===== src/verilog/ddrk_pkg.sv =====
`default_nettype none
package ddrk_pkg;
  // ----------------------------------------------------------------
  // Timing
  // ----------------------------------------------------------------
  localparam int CLK_NS      = 100;  // System clock period
  localparam int T_DELAY_NS  = 20;   // Clock keep-alive after CKE drop
  localparam int T_MOD_NS    = 12;   // Mode-update delay
  localparam int T_DELAY_CYC = (T_DELAY_NS + CLK_NS - 1) / CLK_NS;
  localparam int T_MOD_CYC   = (T_MOD_NS + CLK_NS - 1) / CLK_NS;
  localparam int CNT_W       = 12;   // Width of the sequence counter
  localparam int AGE_W       = 8;    // Width of the ODT age counters
  localparam logic [AGE_W-1:0] AGE_MAX = 8'hff;
  // ----------------------------------------------------------------
  // Register map and fields
  // ----------------------------------------------------------------
  localparam logic [7:0] OFS_CTRL = 8'h00;  // Orders to the device
  localparam logic [7:0] OFS_EMR  = 8'h04;  // Termination value
  localparam logic [7:0] OFS_STAT = 8'h08;  // Controller status
  localparam int CTRL_RST  = 0;     // Hold device in CKE reset
  localparam int CTRL_PD   = 1;     // Request power-down
  localparam int CTRL_ODT  = 2;     // Wanted ODT level
  localparam int CTRL_SLOW = 3;     // Slow-exit power-down selected
  localparam int CTRL_ROW  = 4;     // A row is open
  localparam int CTRL_W    = 5;
  localparam int ADDR_A2   = 2;     // Termination value, low bit
  localparam int ADDR_A6   = 6;     // Termination value, high bit
  localparam logic [1:0]  BA_EMR     = 2'h1;
  localparam logic [1:0]  RESP_OK    = 2'h0;
  localparam logic [1:0]  RESP_SLVERR = 2'h2;
  localparam logic [CTRL_W-1:0] CTRL_RST_VAL = 5'h01;
  // ----------------------------------------------------------------
  // Types
  // ----------------------------------------------------------------
  typedef struct packed {
    logic cs_n;
    logic ras_n;
    logic cas_n;
    logic we_n;
  } ddrk_cmd_t;
  localparam ddrk_cmd_t CMD_NOP = 4'h7;
  localparam ddrk_cmd_t CMD_LM  = 4'h0;
  typedef struct packed {
    logic        ck_run;  // Differential clock running
    logic        cke;
    logic        odt;
    ddrk_cmd_t   cmd;
    logic [1:0]  ba;
    logic [13:0] addr;
  } ddrk_pins_t;
  localparam ddrk_pins_t PINS_RST = '{1'b0, 1'b0, 1'b0, CMD_NOP, 2'h0, 14'h0000};
  typedef enum logic [3:0] {
    S_RDLY, S_RHOLD, S_STAB, S_INIT, S_OFF, S_LM, S_MOD, S_ACT, S_PD
  } ddrk_state_t;
endpackage
`default_nettype wire


===== src/verilog/ddrk_ctrl.sv =====
// Operation
// - Keep clock running tDELAY after CKE drops
// - Stable clock before CKE, then full init
// - Only NOP or DESELECT during reset
// - ODT free except self refresh, post-enable
// - Late turn-off before entry uses tAOFPD
// - Late turn-on before entry uses tAONPD
// - Early turn-off after exit uses tAOFPD
// - Early turn-on after slow exit uses tAONPD
// - Wait tAOFD before termination load mode
// - Hold ODT low through tMOD window
// - NOP only on power-down entry and exit
//
// Added by the designer: the address map and the AXI4-Lite slave port.
`timescale 1ns/10ps
`default_nettype none
module ddrk_ctrl import ddrk_pkg::*; #(
  parameter int T_INIT_CYC = 2000,  // Power-up initialization wait
  parameter int T_STAB_CYC = 2,     // Stable clock before CKE rises
  parameter int T_AOFD_CYC = 3,     // ODT turn-off delay
  parameter int T_ANPD_CYC = 3,     // ODT to power-down entry
  parameter int T_AXPD_CYC = 8,     // Power-down exit to ODT
  parameter int T_CKE_CYC  = 3      // Minimum CKE level time
) (
  input  wire logic        CLK,
  input  wire logic        NRST,
  input  wire logic [7:0]  AWADDR,
  input  wire logic        AWVALID,
  output logic             AWREADY,
  input  wire logic [31:0] WDATA,
  input  wire logic [3:0]  WSTRB,
  input  wire logic        WVALID,
  output logic             WREADY,
  output logic [1:0]       BRESP,
  output logic             BVALID,
  input  wire logic        BREADY,
  input  wire logic [7:0]  ARADDR,
  input  wire logic        ARVALID,
  output logic             ARREADY,
  output logic [31:0]      RDATA,
  output logic [1:0]       RRESP,
  output logic             RVALID,
  input  wire logic        RREADY,
  output ddrk_pins_t       DDR
);
  // ----------------------------------------------------------------
  // Register slave
  // ----------------------------------------------------------------
  logic [CTRL_W-1:0] ctrl, next_ctrl;      // Orders from software
  logic [1:0]        rtt, next_rtt;        // Wanted termination value
  logic              emr_upd, next_emr_upd; // Load mode still owed
  logic              next_awready, next_wready, next_bvalid;
  logic              next_arready, next_rvalid;
  logic [1:0]        next_bresp, next_rresp;
  logic [31:0]       next_rdata;
  ddrk_state_t       state, next_state;    // Sequencer state
  logic              init_done, next_init; // Initialization finished
  logic              odt_async, next_async; // Delay class in force
  logic [1:0]        rtt_cur, next_rtt_cur; // Value loaded in the device
  logic [CNT_W-1:0]  cnt, next_cnt;        // Sequence wait counter
  logic [AGE_W-1:0]  odt_age, next_odt_age; // Cycles since ODT changed
  logic [AGE_W-1:0]  exit_age, next_exit_age; // Cycles since power-down exit
  logic [AGE_W-1:0]  odt_low, next_odt_low; // Cycles ODT has been low
  ddrk_pins_t        next_d;
  logic              pam;                  // Power-down uses async delays
  logic              wr_go, rd_go;
  assign wr_go = AWREADY && AWVALID && WVALID;
  assign rd_go = ARREADY && ARVALID;

  // Next values of the bus side; address and data are taken together
  always_comb begin
    next_ctrl    = ctrl;
    next_rtt     = rtt;
    next_awready = AWVALID && WVALID && !AWREADY && !BVALID;
    next_wready  = AWVALID && WVALID && !AWREADY && !BVALID;
    next_bvalid  = BVALID && !BREADY;
    next_bresp   = BRESP;
    next_arready = ARVALID && !ARREADY && !RVALID;
    next_rvalid  = RVALID && !RREADY;
    next_rdata   = RDATA;
    next_rresp   = RRESP;
    // Issued load mode clears the owed flag; a new write sets it again
    next_emr_upd = emr_upd && (state != S_LM);
    if (wr_go) begin
      next_bvalid = 1'b1;
      next_bresp  = RESP_OK;
      if (AWADDR == OFS_CTRL) begin
        if (WSTRB[0]) begin
          next_ctrl = WDATA[CTRL_W-1:0];
        end
      end else if (AWADDR == OFS_EMR) begin
        if (WSTRB[0]) begin
          next_rtt     = WDATA[1:0];
          next_emr_upd = 1'b1;               // Set wins over clear
        end
      end else if (AWADDR != OFS_STAT) begin
        next_bresp = RESP_SLVERR;            // Unmapped address
      end
    end
    if (rd_go) begin
      next_rvalid = 1'b1;
      next_rresp  = RESP_OK;
      unique case (ARADDR)
        OFS_CTRL: next_rdata = {27'h0, ctrl};
        OFS_EMR:  next_rdata = {30'h0, rtt};
        OFS_STAT: next_rdata = {20'h0, 4'(state), 1'b0, emr_upd, DDR.cke,
                                DDR.ck_run, DDR.odt, odt_async,
                                state == S_PD, init_done};
        default: begin
          next_rdata = 32'h0;
          next_rresp = RESP_SLVERR;
        end
      endcase
    end
  end

  // Bus-side registers; reset holds the device in CKE reset
  always_ff @(posedge CLK or negedge NRST) begin
    if (!NRST) begin
      ctrl    <= CTRL_RST_VAL;
      rtt     <= 2'h0;
      emr_upd <= 1'b0;
      AWREADY <= 1'b0;
      WREADY  <= 1'b0;
      BVALID  <= 1'b0;
      BRESP   <= RESP_OK;
      ARREADY <= 1'b0;
      RVALID  <= 1'b0;
      RDATA   <= 32'h0;
      RRESP   <= RESP_OK;
    end else begin
      ctrl    <= next_ctrl;
      rtt     <= next_rtt;
      emr_upd <= next_emr_upd;
      AWREADY <= next_awready;
      WREADY  <= next_wready;
      BVALID  <= next_bvalid;
      BRESP   <= next_bresp;
      ARREADY <= next_arready;
      RVALID  <= next_rvalid;
      RDATA   <= next_rdata;
      RRESP   <= next_rresp;
    end
  end

  // ----------------------------------------------------------------
  // Device sequencer
  // ----------------------------------------------------------------
  assign pam = ctrl[CTRL_SLOW] || !ctrl[CTRL_ROW];
  // Next pin values; commands stay NOP except the one load mode cycle
  always_comb begin
    next_state    = state;
    next_cnt      = (cnt != '0) ? cnt - 1'b1 : cnt;
    next_d        = DDR;
    next_d.cmd    = CMD_NOP;
    next_d.ba     = 2'h0;
    next_d.addr   = 14'h0000;
    next_init     = init_done;
    next_rtt_cur  = rtt_cur;
    next_async    = odt_async;
    next_exit_age = (exit_age == AGE_MAX) ? exit_age : exit_age + 1'b1;
    unique case (state)
      S_RDLY: begin
        if (cnt == '0) begin
          next_d.ck_run = 1'b0;
          next_state    = S_RHOLD;
        end
      end
      S_RHOLD: begin
        if (!ctrl[CTRL_RST]) begin
          next_d.ck_run = 1'b1;
          next_cnt      = CNT_W'(T_STAB_CYC);
          next_state    = S_STAB;
        end
      end
      S_STAB: begin
        if (cnt == '0) begin
          next_d.cke = 1'b1;
          next_cnt   = CNT_W'(T_INIT_CYC);
          next_state = S_INIT;
        end
      end
      S_INIT: begin
        // Read data completing after CKE rises is simply not sampled
        if (cnt == '0) begin
          next_state = S_OFF;
        end
      end
      S_OFF: begin
        if (odt_low >= AGE_W'(T_AOFD_CYC)) begin
          next_d.cmd           = CMD_LM;
          next_d.ba            = BA_EMR;
          next_d.addr[ADDR_A2] = rtt[0];
          next_d.addr[ADDR_A6] = rtt[1];
          next_state           = S_LM;
        end
      end
      S_LM: begin
        next_rtt_cur = rtt;
        next_cnt     = CNT_W'(T_MOD_CYC);
        next_state   = S_MOD;
      end
      S_MOD: begin
        if (cnt == '0) begin
          next_init  = 1'b1;
          next_state = S_ACT;
        end
      end
      S_ACT: begin
        if (emr_upd) begin
          next_state = S_OFF;
        end else if (ctrl[CTRL_PD] && cnt == '0) begin
          next_d.cke = 1'b0;
          next_cnt   = CNT_W'(T_CKE_CYC);
          next_state = S_PD;
        end
      end
      S_PD: begin
        if (!ctrl[CTRL_PD] && cnt == '0) begin
          next_d.cke    = 1'b1;
          next_cnt      = CNT_W'(T_CKE_CYC);
          next_exit_age = '0;
          next_state    = S_ACT;
        end
      end
    endcase
    // ODT only once termination is loaded and settled
    next_d.odt = ctrl[CTRL_ODT] && (rtt_cur != 2'h0) &&
                 (next_state == S_ACT || next_state == S_PD);
    // Predict which delay set the device will apply
    if (next_d.odt != DDR.odt) begin
      next_async = (state == S_PD && pam) ||
                   (next_state == S_PD && state == S_ACT) ||
                   (state == S_ACT && exit_age < AGE_W'(T_AXPD_CYC) &&
                    (DDR.odt || pam));
    end else if (state == S_ACT && next_state == S_PD) begin
      next_async = pam || (odt_age < AGE_W'(T_ANPD_CYC));
    end else if (state == S_PD && next_state == S_ACT) begin
      next_async = 1'b0;
    end
    // Reset order overrides everything: drop CKE, keep the clock alive
    if (ctrl[CTRL_RST] && state != S_RDLY && state != S_RHOLD) begin
      next_d.cke   = 1'b0;
      next_d.odt   = 1'b0;
      next_d.cmd   = CMD_NOP;
      next_d.ba    = 2'h0;
      next_d.addr  = 14'h0000;
      next_cnt     = CNT_W'(T_DELAY_CYC);
      next_init    = 1'b0;
      next_rtt_cur = 2'h0;                               // Contents lost
      next_state   = S_RDLY;
    end
    next_odt_age = (next_d.odt != DDR.odt) ? '0 :
                   (odt_age == AGE_MAX) ? odt_age : odt_age + 1'b1;
    next_odt_low = next_d.odt ? '0 :
                   (odt_low == AGE_MAX) ? odt_low : odt_low + 1'b1;
  end

  // Sequencer registers; the device starts held in reset, clock stopped
  always_ff @(posedge CLK or negedge NRST) begin
    if (!NRST) begin
      state     <= S_RHOLD;
      cnt       <= '0;
      DDR       <= PINS_RST;
      init_done <= 1'b0;
      rtt_cur   <= 2'h0;
      odt_async <= 1'b0;
      odt_age   <= AGE_MAX;
      exit_age  <= AGE_MAX;
      odt_low   <= AGE_MAX;
    end else begin
      state     <= next_state;
      cnt       <= next_cnt;
      DDR       <= next_d;
      init_done <= next_init;
      rtt_cur   <= next_rtt_cur;
      odt_async <= next_async;
      odt_age   <= next_odt_age;
      exit_age  <= next_exit_age;
      odt_low   <= next_odt_low;
    end
  end

  // ----------------------------------------------------------------
  // Checks
  // ----------------------------------------------------------------
  logic [AGE_W-1:0] cke_lo;  // Helper: cycles CKE has been low
  always_ff @(posedge CLK or negedge NRST) begin
    if (!NRST) begin
      cke_lo <= '0;
    end else begin
      cke_lo <= DDR.cke ? '0 : (cke_lo == AGE_MAX) ? cke_lo : cke_lo + 1'b1;
    end
  end
endmodule
`default_nettype wire


===== config.mk =====
export PLATFORM = sky130hd
export DESIGN_NAME = ddrk_ctrl
export DESIGN_NICKNAME = d
export VERILOG_FILES = /design/src/verilog/ddrk_pkg.sv /design/src/verilog/ddrk_ctrl.sv
export SDC_FILE = /design/constraint.sdc
export NUM_CORES = 1
export LEC_CHECK = 0
export ABC_AREA = 1
export BUFFER_PORTS_ARGS = -buffer_cell sky130_fd_sc_hd__buf_2
export CORE_MARGIN = 2
export CORE_UTILIZATION = 53
export CTS_BUF_LIST = sky130_fd_sc_hd__clkbuf_16
export DETAILED_ROUTE_END_ITERATION = 12
export HOLD_SLACK_MARGIN = 0.03
export PLACE_DENSITY = 0.88
export SLEW_MARGIN = 10
export SYNTH_ARGS = -nofsm -noshare
export SYNTH_HDL_FRONTEND = slang
export SYNTH_SLANG_ARGS = --single-unit
export TNS_END_PERCENT = 30

===== constraint.sdc =====
create_clock -name CLK -period 2.5 [get_ports CLK]
set_clock_uncertainty 0.05 [all_clocks]
set_input_delay 0.25 -clock CLK [delete_from_list [all_inputs] [get_ports CLK]]
set_output_delay 0.25 -clock CLK [all_outputs]
set_load 0.05 [all_outputs]

==> results of run 1 <==
cell usage after synthesis, types with 2 or more instances:
| library cell | number |
|---|---|
| a21oi_1 | 16 |
| a31oi_1 | 5 |
| buf_2 | 4 |
| buf_4 | 40 |
| clkbuf_1 | 3 |
| dfrtp_1 | 49 |
| dfstp_2 | 27 |
| ha_1 | 5 |
| inv_1 | 89 |
| inv_2 | 7 |
| mux2_2 | 5 |
| nand2_1 | 98 |
| nand2_2 | 5 |
| nand2_4 | 3 |
| nand3_1 | 40 |
| nand3b_1 | 2 |
| nand4_1 | 8 |
| nor2_1 | 53 |
| nor2_2 | 13 |
| nor2_4 | 2 |
| nor3_1 | 11 |
| nor4_1 | 5 |
| o211ai_1 | 8 |
| o21a_1 | 2 |
| o21ai_0 | 30 |
| o21bai_1 | 3 |
| o22ai_1 | 4 |
| o31ai_1 | 6 |
| or2_2 | 2 |
| xnor2_1 | 2 |
| xor2_1 | 8 |
where the power goes:
group	switching, mW	total [mW]	internal [mW]
clock	0.496	1.36	0.861
combinational	1.41	2.04	0.636
sequential	0.212	1.76	1.55
total	2.12	5.17	3.05
routing by layer:
metal	wire (um)	track usage [%]	vias to the layer above	share of wire, %
met1	4090	27.5	1847	40
li1	-	-	1877	-
met2	5370	41.6	135	52
met4	272	9.74	0	2.6
met5	0	0	-	0
met3	573	6.36	28	5.6
logic make-up (layout without fill, tap and decap cells):
family	after synthesis	in the layout	synth area share, %
AO/OA/AOI/OAI	81	81	10.9
XOR/XNOR	10	10	1.93
adder cells (fa/ha/maj)	5	5	1.38
buffers and inverters	143	172	15.3
flip-flops	76	76	42.7
multiplexers	6	6	1.46
other	1	37	0.0827
AND/OR/NAND/NOR	248	248	26.3
sequential cells by signal, indices dropped and copies added (netlist names), 2 cells and up:
register,count
RDATA,11
rtt_cur,2
rtt,2
DDR,7
cnt,12
exit_age,8
state,4
ctrl,5
odt_age,8
odt_low,8
worst max-delay path, delay by kind of cell, from the launching register on:
family / cells / cell delay, ns
AND/OR/NAND/NOR: 10 / 1.40
adder cells (fa/ha/maj): 1 / 0.29
flip-flops: 1 / 0.39
buffers and inverters: 1 / 0.10
cell usage in the layout, fill, tap and decap left out, types with 9 or more instances in the layout:
cell type	n
clkbuf_16	9
nor2_2	13
nand3_1	40
nor3_1	11
dfstp_2	27
nor2_1	53
o21ai_0	30
dfrtp_1	49
inv_1	90
conb_1	37
nand2_1	98
buf_2	55
a21oi_1	16
worst max path at each step:
stage	slack, ns	cells past startpoint	end	from
after CTS	0.22	10	cnt[3]	cnt[0]
after detailed placement	0.22	10	cnt[3]	cnt[0]
after floorplan	0.43	10	cnt[0]	cnt[0]
after global routing	0.01	12	odt_age[0]	cnt[0]
after global placement	0.30	12	odt_age[5]	cnt[0]
final	0.19	12	odt_age[0]	cnt[0]
layout make-up:
class / instances / area (sq um)
clock inverters: 7 / 82.6
fillers: 700 / 3150
multi-input cells: 387 / 2040
well taps: 105 / 131
repair buffers: 60 / 328
inverters: 96 / 360
clock buffers: 9 / 225
flip-flops and latches: 76 / 1940
what timing repair did:
action	CTS	global route
gates resized for setup	0	0
hold endpoints to repair	17	0
buffers inserted	0	0
hold buffers	1	0
==> results.sh, run 1 <==
export IMPL_rr_worst_depth=12
export IMPL_htreeDepth=3
export IMPL_clock_path_buffers=2
export IMPL_vias_per_cell=5.25
export IMPL_die_w_um=96.5
export IMPL_drive_gt1_share_pct=23.0
export IMPL_cp_max_fo=10
export IMPL_arrival_ns=2.52
export IMPL_hpwl_um=7650
export IMPL_cts_tree="done"
export IMPL_p_total_mw=5.17
export IMPL_grt_pass1_vias=3802
export IMPL_r2r_slack_ns=0.19
export IMPL_placed_cells=723
export IMPL_hold_path_class="in2reg"
export IMPL_ys_ff_latch=76
export IMPL_grt_overflow=0
export IMPL_setup_tns_ns=0
export IMPL_yosys_warnings=0
export IMPL_grt_setup_unrepaired="false"
export IMPL_r2r_end="odt_age[0]"
export IMPL_synth_edf_count=0
export IMPL_status="complete, no violations"
export IMPL_vias=3887
export IMPL_drt_iter0_drc=245
export IMPL_fin_area_sq_um=5100
export IMPL_synthCells=570
export IMPL_post_place_ws_ns=0.220
export IMPL_power_density_nw_per_um2=1010
export IMPL_hold_path_depth=2
export IMPL_endpoint_kind="flip-flop"
export IMPL_holdWs_ns=0.0603
export IMPL_hold_violations=0
export IMPL_hp_start="BREADY"
export IMPL_reg2reg_from="cnt[0]"
export IMPL_final_util_pct=61.8
export IMPL_post_dp_cell_area_sq_um=4790
export IMPL_routed_wirelength_um=10300
export IMPL_core_sq_um=8260
export IMPL_synth_area_top_cells="dfrtp_1 (27%), dfstp_2 (16%), nand2_1 (8.1%)"
export IMPL_rows=33
export IMPL_yosysUniqueCellTypes=46
export IMPL_fmax_mhz=433
export IMPL_avgRoutedWirePerCell_um=13.9
export IMPL_min_period_ns=2.31
export IMPL_crit_path_max_incr_delay_ns=0.39
export IMPL_ys_flop_type="dfrtp_1"
export IMPL_grt_max_degree=34
export IMPL_path_clk_slew_ns=0.06
export IMPL_crit_chain="inv_1 > ha_1 > nand2_4 > nor2_8 > nand2_1 > nand2_1 > nand2_1 > nand4_4 > nand3_4 > nand2_4 > nand2_4 > nor2_2"
export IMPL_die_height_um=96.5
export IMPL_syn_to_final_growth_pct=12.6
export IMPL_worstSetupPathType="reg2reg"
export IMPL_clkSinkCount=76
export IMPL_ant_nets=0
export IMPL_die_area_sq_um=9310
export IMPL_initial_core_util_pct=54.9
export IMPL_required_ns=2.72
export IMPL_grt_pass1_wl_um=17100
export IMPL_grtUsageTotal_pct=23.7
export IMPL_peakVddDrop_uv=434
export IMPL_syn_area_per_cell_sq_um=7.95
export IMPL_netlist_area_sq_um=4530
export IMPL_cts_buffers=9
export IMPL_min_to="BVALID"
export IMPL_final_cells=740
export IMPL_clkLatencyLatePin_ns=0.33
export IMPL_finalWorstSetupSlack_ns=0.193
export IMPL_worst_pin_slew_ns=0.658
export IMPL_port_buffers=55
export IMPL_dr_pass1_iters=5
export IMPL_setup_viol=0
export IMPL_synth_top_cell_by_area="dfrtp_1"
export IMPL_cts_root_buffer="clkbuf_16"
export IMPL_leakage_nw=2.64
export IMPL_slew_viol_final=0
export IMPL_antenna_found_initial=0
export IMPL_yosysSeqAreaShare_pct=42.7
export IMPL_synth_top_area_share_pct=27.0
export IMPL_place_congestion=0.895
export IMPL_cp_start_kind="flip-flop"
export IMPL_cp_slowest_cell="dfrtp_1"
export IMPL_fin_nets=694
export IMPL_diodes=0
export IMPL_maxCapViolations=0
export IMPL_slew_headroom_pct=56.1
export IMPL_ios=123
export IMPL_timing_final_crit_share_pct=92.3
export IMPL_synthArstFlopShare_pct=100
export IMPL_drc=0
(Power assumes the default switching activity.)
==> run 2, diff against run 1 <==
--- a/config.mk
+++ b/config.mk
@@ -7,6 +7,7 @@
 export LEC_CHECK = 0
 export ABC_AREA = 1
 export BUFFER_PORTS_ARGS = -buffer_cell sky130_fd_sc_hd__buf_2
+export CORE_ASPECT_RATIO = 2
 export CORE_MARGIN = 2
 export CORE_UTILIZATION = 53
 export CTS_BUF_LIST = sky130_fd_sc_hd__clkbuf_16
==> results.sh, run 2 (synthesized netlist as in run 1, its figures left out) <==
export IMPL_diodes=0
export IMPL_initial_core_util_pct=54.7
export IMPL_cp_start_kind="flip-flop"
export IMPL_regMostFlops="cnt"
export IMPL_clkLatencyLatePin_ns=0.34
export IMPL_drc=0
export IMPL_cp_max_fo=10
export IMPL_status="complete, no violations"
export IMPL_htreeDepth=3
export IMPL_grt_overflow=0
export IMPL_cts_root_buffer="clkbuf_16"
export IMPL_cts_resized=0
export IMPL_setup_tns_ns=0
export IMPL_ant_nets=0
export IMPL_avgRoutedWirePerCell_um=15.0
export IMPL_peakVddDrop_uv=619
export IMPL_core_sq_um=8290
export IMPL_fmax_mhz=452
export IMPL_slew_viol_final=0
export IMPL_vias=3953
export IMPL_routed_wirelength_um=11000
export IMPL_hold_path_class="in2reg"
export IMPL_power_density_nw_per_um2=1020
export IMPL_fin_nets=693
export IMPL_cts_tree="done"
export IMPL_rows=47
export IMPL_largest_register_ffs=12
export IMPL_min_period_ns=2.21
export IMPL_clock_path_buffers=2
export IMPL_worst_pin_slew_ns=0.707
export IMPL_setup_viol=0
export IMPL_grt_setup_unrepaired="false"
export IMPL_hpwl_um=8420
export IMPL_die_height_um=135
export IMPL_reg_top3="cnt x12, RDATA x11"
export IMPL_required_ns=2.73
export IMPL_leakage_nw=2.64
export IMPL_slew_headroom_pct=52.4
export IMPL_grt_pass1_vias=3866
export IMPL_clkSinkCount=76
export IMPL_port_buffers=55
export IMPL_grt_pass1_wl_um=18000
export IMPL_grtUsageTotal_pct=24.4
export IMPL_cp_slowest_cell="dfrtp_1"
export IMPL_cp_num_buf_inv=1
export IMPL_arrival_ns=2.44
export IMPL_mostFrequentLayoutCell="nand2_1"
export IMPL_maxCapViolations=0
export IMPL_final_cell_mix="nand2_1 (98), inv_1 (90), buf_2 (55), nor2_1 (53), dfrtp_1 (49)"
export IMPL_syn_to_final_growth_pct=12.2
export IMPL_postCtsSetupBuffers=0
export IMPL_drt_iter0_drc=246
export IMPL_endpoint_kind="flip-flop"
export IMPL_drive_gt1_share_pct=22.9
export IMPL_dr_pass1_iters=5
export IMPL_path_clk_slew_ns=0.06
export IMPL_worstSetupPathType="reg2reg"
export IMPL_place_congestion=0.973
export IMPL_grt_max_degree=52
export IMPL_holdWs_ns=0.0481
export IMPL_crit_chain="inv_1 > ha_1 > nand2_4 > nor2_8 > nand2_1 > nand2_1 > nand2_1 > nand4_4 > nand3_4 > nand2_4 > nand2_4 > nor2_2"
export IMPL_antenna_found_initial=0
export IMPL_ios=123
export IMPL_timing_final_crit_share_pct=88.5
export IMPL_r2r_slack_ns=0.29
export IMPL_vias_per_cell=5.40
export IMPL_crit_path_max_incr_delay_ns=0.37
export IMPL_cts_buffers=9
export IMPL_die_area_sq_um=9360
export IMPL_hold_violations=0
export IMPL_cp_top_family="simple AND/OR/NAND/NOR gates"
export IMPL_die_w_um=69.4
[run 2: worst paths after layout]
| check | from | cells after the start | to |
|---|---|---|---|
| setup reg to reg | cnt[0] | 12 | odt_age[3] |
| setup / recovery | cnt[0] | 12 | odt_age[3] |
| hold / removal | BREADY | 2 | BVALID |
| min in group asynchronous | NRST | 2 | rtt[0] |
| hold reg to reg | BVALID | 1 | WREADY |
| max in group asynchronous | NRST | 3 | exit_age[5] |
[run 2: per-layer routing]
metal	GRT usage, %	wire length [um]	up-vias
met1	23.4	3630	1893
met4	17.1	743	0
met2	45.4	6120	136
met5	0	0	-
li1	-	-	1880
met3	4.70	482	44
[run 2: final cells by class]
cell class / instances / area (sq um)
fill: 724 / 3200
multi-input combinational: 387 / 2040
sequential: 76 / 1940
inverter: 96 / 360
timing repair buffer: 59 / 320
clock buffer: 9 / 225
tap: 98 / 123
clock inverter: 7 / 82.6
[run 2: repair_timing]
action / 4_1_cts / 5_1_grt
endpoints found under the hold margin: 23 / 0
setup endpoints to repair: 0 / 0
hold buffers: 1 / 0
[run 2: through the flow]
stage               total power, mW  util, %  instance area (sq um)  setup WS [ns]  std cells
floorplan                      3.39        -                   4670          0.434        606
global placement               3.73     57.5                   4770          0.372        715
detailed placement             3.80     57.5                   4770          0.305        715
CTS                            5.16     61.4                   5090          0.282        732
global route                   5.48     61.4                   5090          0.134        732
finish                         5.17     61.4                   5090          0.287        732
[run 2: power breakdown]
group	internal (mW)	switching, mW
clock	0.860	0.492
combinational	0.634	1.41
sequential	1.55	0.226
